$ cat src/inc/asp_pkg.sv
// Constants and types for the asynchronous static RAM host port.
// Assumes a 25 MHz host clock; the access, write setup, deselect and power-up delays are turned into cycles here.
`default_nettype none

package asp_pkg;

    localparam int ADDR_W = 18;
    localparam int DATA_W = 16;
    localparam int LANE_W = 8;
    localparam int NUM_LANES = 2;

    localparam int CLK_PERIOD_NS = 40;

    // Memory timing in ns unless named otherwise
    localparam int ADDRESS_ACCESS_DELAY_NS = 10;
    localparam int OUTPUT_ENABLE_ACCESS_DELAY_NS = 5;
    localparam int SELECT_ACCESS_DELAY_NS = 10;
    localparam int LANE_ACCESS_DELAY_NS = 5;
    localparam int READ_DATA_HOLD_NS = 3;
    localparam int WRITE_ADDR_SETUP_NS = 7;
    localparam int WRITE_SELECT_SETUP_NS = 7;
    localparam int WRITE_DATA_SETUP_NS = 5;
    localparam int WRITE_LANE_SETUP_NS = 7;
    localparam int WRITE_ADDR_HOLD_NS = 0;
    localparam int DESELECT_SLEEP_DELAY_NS = 10;
    localparam int POWERUP_WAIT_US = 100;

    function automatic int cyc_up(input int ns);
        int c;
        c = (ns + CLK_PERIOD_NS - 1) / CLK_PERIOD_NS;
        return (c < 1) ? 1 : c;
    endfunction

    function automatic int max2(input int a, input int b);
        return (a > b) ? a : b;
    endfunction

    // Host waits out the slowest of the four read paths
    localparam int READ_ACCESS_CYC = cyc_up(max2(
        max2(ADDRESS_ACCESS_DELAY_NS, OUTPUT_ENABLE_ACCESS_DELAY_NS),
        max2(SELECT_ACCESS_DELAY_NS, LANE_ACCESS_DELAY_NS)));
    localparam int WRITE_PULSE_CYC = cyc_up(max2(
        max2(WRITE_ADDR_SETUP_NS, WRITE_SELECT_SETUP_NS),
        max2(WRITE_DATA_SETUP_NS, WRITE_LANE_SETUP_NS)));
    localparam int DESELECT_CYC = cyc_up(DESELECT_SLEEP_DELAY_NS);
    localparam int POWERUP_CYC = cyc_up(POWERUP_WAIT_US * 1000);

    typedef enum logic [2:0] {
        ST_POWERUP,
        ST_IDLE,
        ST_READ,
        ST_RCAP,
        ST_WRITE,
        ST_WEND
    } asp_state_t;

    typedef struct packed {
        logic [ADDR_W-1:0] addr;
        logic              chip_select_n;
        logic              write_strobe_n;
        logic              output_drive_n;
        logic              high_byte_lane_n;
        logic              low_byte_lane_n;
    } asp_pins_t;

    typedef struct packed {
        logic                 write;
        logic [ADDR_W-1:0]    addr;
        logic [DATA_W-1:0]    wdata;
        logic [NUM_LANES-1:0] lanes;
    } asp_req_t;

    typedef struct packed {
        logic [DATA_W-1:0] data;
    } asp_rsp_t;

    localparam asp_pins_t PINS_IDLE = '{
        addr:             18'h00000,
        chip_select_n:    1'b1,
        write_strobe_n:   1'b1,
        output_drive_n:   1'b1,
        high_byte_lane_n: 1'b1,
        low_byte_lane_n:  1'b1
    };

endpackage

`default_nettype wire
$ cat src/hw/asp_host.sv
// Host controller for a 256K x 16 asynchronous static RAM.
// Assumes the RAM's data pins are joined to dq_o/dq_oe_o/dq_i outside and
// that supply is stable by the time reset_i is released.
`timescale 1ns/100ps
`default_nettype none

module asp_host
    import asp_pkg::*;
#(
    parameter int POWERUP_CYCLES = POWERUP_CYC,
    parameter int SYNC_STAGES    = 2
)(
    input  wire logic              clock_i,
    input  wire logic              reset_i,
    input  wire logic              req_valid_i,
    input  wire asp_req_t          req_i,
    output logic                   req_ready_o,
    output asp_rsp_t               rsp_o,
    output logic                   rsp_valid_o,
    output asp_pins_t              pins_o,
    input  wire logic [DATA_W-1:0] dq_i,
    output logic      [DATA_W-1:0] dq_o,
    output logic                   dq_oe_o
);

    // Data must pass the synchroniser while the RAM still drives it
    localparam int READ_HOLD = READ_ACCESS_CYC + SYNC_STAGES - 1;
    localparam int CNT_W = $clog2(POWERUP_CYCLES + READ_HOLD + 1);

    if (POWERUP_CYCLES < 1 || SYNC_STAGES < 2)
    begin : g_bad
        $error("asp_host: powerup count or sync depth out of range");
    end

    typedef struct packed {
        asp_state_t           st;
        logic [CNT_W-1:0]     cnt;
        asp_pins_t            pins;
        logic [NUM_LANES-1:0] lanes;
        logic [DATA_W-1:0]    wdata;
        logic                 dq_oe;
        logic [DATA_W-1:0]    rdata;
        logic                 rvalid;
    } asp_ctl_t;

    localparam asp_ctl_t CTL_RESET = '{
        st:     ST_POWERUP,
        cnt:    CNT_W'(POWERUP_CYCLES - 1),
        pins:   PINS_IDLE,
        lanes:  2'h0,
        wdata:  16'h0000,
        dq_oe:  1'b0,
        rdata:  16'h0000,
        rvalid: 1'b0
    };

    asp_ctl_t             s_r;
    asp_ctl_t             s_nxt;
    logic [DATA_W-1:0]    rd_sync;

    asp_sync #(
        .WIDTH  (DATA_W),
        .STAGES (SYNC_STAGES)
    ) u_rd_sync (
        .clock_i (clock_i),
        .reset_i (reset_i),
        .async_i (dq_i),
        .sync_o  (rd_sync)
    );

    always_comb
    begin
        logic [NUM_LANES-1:0] use_lanes;
        use_lanes = (req_i.lanes == 2'h0) ? 2'h3 : req_i.lanes;
        s_nxt = s_r;
        s_nxt.rvalid = 1'b0;
        unique case (s_r.st)
            ST_POWERUP:
            begin
                // Strobes stay idle for the whole wait
                if (s_r.cnt == '0)
                begin
                    s_nxt.st = ST_IDLE;
                end
                else
                begin
                    s_nxt.cnt = s_r.cnt - 1'b1;
                end
            end
            ST_IDLE:
            begin
                if (req_valid_i)
                begin
                    s_nxt.lanes = use_lanes;
                    s_nxt.pins.addr = req_i.addr;
                    s_nxt.pins.chip_select_n = 1'b0;
                    s_nxt.pins.low_byte_lane_n = ~use_lanes[0];
                    s_nxt.pins.high_byte_lane_n = ~use_lanes[1];
                    if (req_i.write)
                    begin
                        s_nxt.pins.write_strobe_n = 1'b0;
                        s_nxt.pins.output_drive_n = 1'b1;
                        s_nxt.wdata = req_i.wdata;
                        s_nxt.dq_oe = 1'b1;
                        s_nxt.cnt = CNT_W'(WRITE_PULSE_CYC - 1);
                        s_nxt.st = ST_WRITE;
                    end
                    else
                    begin
                        s_nxt.pins.write_strobe_n = 1'b1;
                        s_nxt.pins.output_drive_n = 1'b0;
                        s_nxt.dq_oe = 1'b0;
                        s_nxt.cnt = CNT_W'(READ_HOLD - 1);
                        s_nxt.st = ST_READ;
                    end
                end
            end
            ST_READ:
            begin
                if (s_r.cnt == '0)
                begin
                    // Address held one more cycle, well past the data hold
                    s_nxt.pins = PINS_IDLE;
                    s_nxt.pins.addr = s_r.pins.addr;
                    s_nxt.st = ST_RCAP;
                end
                else
                begin
                    s_nxt.cnt = s_r.cnt - 1'b1;
                end
            end
            ST_RCAP:
            begin
                // A lane not read is returned as zero
                s_nxt.rdata[LANE_W-1:0] = s_r.lanes[0] ?
                    rd_sync[LANE_W-1:0] : 8'h00;
                s_nxt.rdata[DATA_W-1:LANE_W] = s_r.lanes[1] ?
                    rd_sync[DATA_W-1:LANE_W] : 8'h00;
                s_nxt.rvalid = 1'b1;
                s_nxt.st = ST_IDLE;
            end
            ST_WRITE:
            begin
                if (s_r.cnt == '0)
                begin
                    // Strobes rise together; address and data held a cycle
                    s_nxt.pins = PINS_IDLE;
                    s_nxt.pins.addr = s_r.pins.addr;
                    s_nxt.st = ST_WEND;
                end
                else
                begin
                    s_nxt.cnt = s_r.cnt - 1'b1;
                end
            end
            ST_WEND:
            begin
                s_nxt.dq_oe = 1'b0;
                s_nxt.st = ST_IDLE;
            end
            default:
            begin
                s_nxt = CTL_RESET;
                s_nxt.st = ST_IDLE;
            end
        endcase
    end

    always_ff @(posedge clock_i)
    begin
        if (reset_i)
        begin
            s_r <= CTL_RESET;
        end
        else
        begin
            s_r <= s_nxt;
        end
    end

    assign req_ready_o = (s_r.st == ST_IDLE);
    assign rsp_o.data  = s_r.rdata;
    assign rsp_valid_o = s_r.rvalid;
    assign pins_o      = s_r.pins;
    assign dq_o        = s_r.wdata;
    assign dq_oe_o     = s_r.dq_oe;

    // Helper: cycles since reset release, for the power-up check
    logic [CNT_W-1:0] rel_cnt_r;

    always_ff @(posedge clock_i)
    begin
        if (reset_i)
        begin
            rel_cnt_r <= '0;
        end
        else if (rel_cnt_r != '1)
        begin
            rel_cnt_r <= rel_cnt_r + 1'b1;
        end
    end
endmodule

`default_nettype wire

$ cat src/hw/asp_sync.sv
// Multi-stage synchroniser for the data pins coming back from the RAM.
// Assumes its input is asynchronous to clock_i; output is the last stage.
`timescale 1ns/100ps
`default_nettype none

module asp_sync #(
    parameter int WIDTH  = 16,
    parameter int STAGES = 2
)(
    input  wire logic             clock_i,
    input  wire logic             reset_i,
    input  wire logic [WIDTH-1:0] async_i,
    output logic      [WIDTH-1:0] sync_o
);

    typedef struct packed {
        logic [STAGES-1:0][WIDTH-1:0] stage;
    } asp_sync_state_t;

    asp_sync_state_t s_r;
    asp_sync_state_t s_nxt;

    if (STAGES < 2)
    begin : g_bad
        $error("asp_sync needs at least two stages");
    end

    // Stage 0 feeds only stage 1; nothing else may look at it
    always_comb
    begin
        s_nxt = s_r;
        s_nxt.stage[0] = async_i;
        for (int i = 1; i < STAGES; i++)
        begin
            s_nxt.stage[i] = s_r.stage[i-1];
        end
    end

    always_ff @(posedge clock_i)
    begin
        if (reset_i)
        begin
            s_r <= '0;
        end
        else
        begin
            s_r <= s_nxt;
        end
    end

    assign sync_o = s_r.stage[STAGES-1];

endmodule

`default_nettype wire

$ cat config.mk
export PLATFORM = sky130hd
export DESIGN_NAME = asp_host
export DESIGN_NICKNAME = d
export VERILOG_FILES = /design/src/inc/asp_pkg.sv /design/src/hw/asp_host.sv /design/src/hw/asp_sync.sv
export SDC_FILE = /design/constraint.sdc
export NUM_CORES = 1
export LEC_CHECK = 0
export BUFFER_PORTS_ARGS = -buffer_cell sky130_fd_sc_hd__buf_4
export CAP_MARGIN = 25
export CELL_PAD_IN_SITES_DETAIL_PLACEMENT = 0
export CELL_PAD_IN_SITES_GLOBAL_PLACEMENT = 2
export CORE_MARGIN = 4
export CORE_UTILIZATION = 30
export DETAILED_ROUTE_END_ITERATION = 7
export GPL_ROUTABILITY_DRIVEN = 0
export GPL_TIMING_DRIVEN = 0
export PLACE_DENSITY_LB_ADDON = 0.1
export SYNTH_ARGS = -nofsm -noshare
export SYNTH_HDL_FRONTEND = slang
export SYNTH_SLANG_ARGS = --single-unit
$ cat constraint.sdc
create_clock -name clock_i -period 3 [get_ports clock_i]
set_clock_uncertainty 0.2 [all_clocks]
set_input_delay 0.3 -clock clock_i [delete_from_list [all_inputs] [get_ports clock_i]]
set_output_delay 0.3 -clock clock_i [all_outputs]
set_load 0.02 [all_outputs]
==> impl_metrics.csv <==
group,metric,value,unit
status,run_status,"complete, no violations",
power,p_sw,0.000617,W
clocking,cts_made_buffers,9,
power,pwr-share-seq,52.8,%
global_routing,grt_util_all_layers,13.3,%
logic_synthesis,synth.mux.area_fraction,0,%
route,drc,0,
clocking,cts_root_buffer,"clkbuf_16",
layout,post_route_cells_drive_above_1_share,32.3,%
layout,count_of_antenna_diodes_in_the_layout,0,
timing,timing.final.setup_violations,0,
logic_synthesis,post_synth_fa_ha_maj_area_fraction,0.306,%
setup_path,critPathKind,"reg2out",
logic_synthesis,yosys_warnings,0,
worst_hold_path,min_delay_path_class,"in2reg",
timing,timing.fmax,0.461,GHz
setup_path,worst-r2r-setup-slack,910,ps
layout,nFillCells,1323,
route,antenna_left,0,
power,combinational_cell_fraction_of_total_power,7.0,%
floorplanning,core_area,13300,µm²
placed_design,dp.final_hpwl,7000,µm
timing,tightestPinTransition,729,ps
clocking,cts_tree,"done",
floorplanning,die_area,15600,µm²
setup_path,critPathBufInv,2,
logic_synthesis,synth_simple_gate_area_share,17.8,%
setup_path,worst_path_dominant_cell_family,"simple AND/OR/NAND/NOR gates",
setup_path,critical_path.cell_chain,"clkbuf_1 > nor3_1 > buf_4",
power,switching_share,22.5,%
layout,areaGrowthSynthToFinish,45.0,%
logic_synthesis,syn-num-nets,482,
clocking,post_cts_resize_count,0,
timing,final-max-slew-violation-count,0,
logic_synthesis,syn_inst_count,425,
power,p_per_area,462,nW/µm²
floorplanning,row_count,42,
setup_path,cp.required,2500,ps
global_routing,grt_pass1_vias,3317,
route,detail_route.wirelength,10200,µm
route,drt_pre_antenna_iters,4,
power,ir_drop,0.000230,V
floorplanning,pin_count,114,
clocking,ctsHtreeMaxLevel,3,
timing,report.final.hold_viol_count,0,
timing,final.setup.tns,0,ps
power,cellInternalPower,0.00212,W
route,wire_per_inst,13.1,µm
clocking,cts.sink_count,106,
floorplanning,dieWidth,125,µm
global_routing,antenna_violations_before_repair,0,
clocking,cts.clk_slew.worst_paths,70,ps
timing,grt_setup_unrepaired,"false",
power,finalPower,0.00274,W
route,routed_via_density,4.33,
setup_path,standard_cell_with_the_maximum_stage_delay_on_the_critical_path,"nor3_1",
power,leakagePower,2.56,nW
clocking,cts-root-to-sink-buffers,2,
setup_path,slowest_stage_delay_on_critical_path,500,ps
logic_synthesis,biggest_area_contributors_in_the_synthesized_netlist,"dfxtp_1 52%, buf_4 10%, a22o_1 6.2%",
placed_design,port_buffers,113,
timing,post-route-period-util,72.2,%
logic_synthesis,number_of_synthesized_flops_with_an_enable_pin,0,
logic_synthesis,yosys.area.top_type_share,51.9,%
global_routing,globalRoute.totalOverflow,0,
logic_synthesis,synth-compound-area-share,15.7,%
clocking,insertion_delay,340,ps
route,drt_iter0_drc,68,
logic_synthesis,most_numerous_cell_in_the_yosys_netlist,"dfxtp_1",
logic_synthesis,synthArstFlopShare,0,%
logic_synthesis,synth_area,4090,µm²
timing,post-route-min-period,2170,ps
timing,holdWs,75.4,ps
setup_path,worstSetupStartpointType,"flip-flop",
logic_synthesis,synth.top_cells.by_count,"106 x dfxtp_1, 55 x buf_4, 36 x nor2b_1",
global_routing,grt_pass1_wl,16900,µm
setup_path,worst_setup_path_end_kind,"output pin",
route,vias,3380,
power,clock_power_share,40.2,%
logic_synthesis,yosysTopAreaCell,"dfxtp_1",
logic_synthesis,ys_ff_latch,106,
logic_synthesis,synth_top_family_by_area,"simple AND/OR/NAND/NOR gates",
floorplanning,chipHeight,125,µm
run,timing.max_cap.violations,0,
clocking,post_cts_buffers,0,
floorplanning,initial_utilization,30.7,%
layout,final_nets,656,
clocking,holdBufCountCts,50,
setup_path,critical_path.max_fanout,10,
logic_synthesis,seq_total_area_yosys,51.9,%
logic_synthesis,netlist-cell-type-count,43,
logic_synthesis,synth_xor_xnor_area_share,1.29,%
logic_synthesis,synth_top_flop_cell,"dfxtp_1",
global_routing,grt_max_degree,18,
timing,relSlewSlack,51.1,%
setup_path,worstPathArrival,1670,ps
logic_synthesis,synth.avg_cell_area,9.62,µm²
==> registers in the layout, indices dropped and copies added (netlist names) <==
register	count
dq_o	16
dq_oe_o	1
pins_o	23
rsp_o	16
rsp_valid_o	1
s_r	17
u_rd_sync.s_nxt	16
u_rd_sync.sync_o	16
==> layout by cell type, fill, tap and decap left out, types with 4 or more instances in the layout <==
cell	n
buf_4	168
dfxtp_1	106
dlygate4sd3_1	50
nor2b_1	36
nor2_1	31
a22o_1	29
nand2_1	28
a21oi_1	26
nand3_1	20
clkbuf_1	18
clkbuf_16	9
a22oi_1	8
inv_1	6
xor2_1	6
buf_2	5
nor3_1	5
nand4_1	4
o21ai_0	4
==> worst min-delay path, delay by kind of cell <==
kind | cells | cell delay (ps)
compound gates | 2 | 180
buf+inv | 1 | 90
==> through the flow <==
stage	setup slack (ps)	util, %	area, µm²	instances
after floorplan	1210	-	4090	425
after global placement	944	38.8	5160	714
after detailed placement	946	38.8	5160	714
after CTS	801	44.6	5930	780
after global routing	710	44.6	5930	780
final	833	44.6	5930	780
==> power by group through the flow <==
stage	sequential, W	clock [W]	combinational [W]
final	0.00145	0.00110	0.000192
after global routing	0.00145	0.00121	0.000212
after CTS	0.00145	0.00115	0.000194
after detailed placement	0.00148	0	0.000142
after global placement	0.00148	0	0.000141
after floorplan	0.00148	0	0.0000649
==> routing by layer <==
metal  wire length (µm)  vias to the layer above  track usage [%]
li1                   -                     1751                -
met5                  0                        -                0
met4                261                        0             6.51
met3                582                       17             3.60
met2               4420                       94             19.9
met1               4940                     1518             17.8
==> worst paths after layout <==
path | startpoint | endpoint | cells after the start
max | s_r[72]$_SDFFE_PP0P_ | req_ready_o | 3
min | req_i[1] | s_r[34]$_SDFFE_PP0P_ | 3
max reg2reg | s_r[59]$_SDFFE_PP1P_ | pins_o[3]$_SDFFE_PP1P_ | 7
min reg2reg | u_rd_sync.sync_o[12]$_SDFF_PP0_ | rsp_o[12]$_SDFFE_PP0N_ | 1
==> final cells by class <==
cell class / count / area (µm²) / share of cell area [%]
inverter: 6 / 22.5 / 0.380
multi-input combinational: 234 / 1430 / 24.2
clock inverter: 5 / 37.5 / 0.633
sequential: 106 / 2120 / 35.8
clock buffer: 11 / 233 / 3.93
timing repair buffer: 163 / 1350 / 22.8
buffer: 79 / 509 / 8.59
tap: 176 / 220 / 3.72
==> cells by family after synthesis <==
family | Yosys count
xor gates and xnor gates | 6
and+or+nand+nor | 139
DFF | 106
AOI/OAI and AO/OA | 88
buffers and inverters | 85
adders and majority gates | 1
No activity file was read; power rests on OpenSTA's default activity.
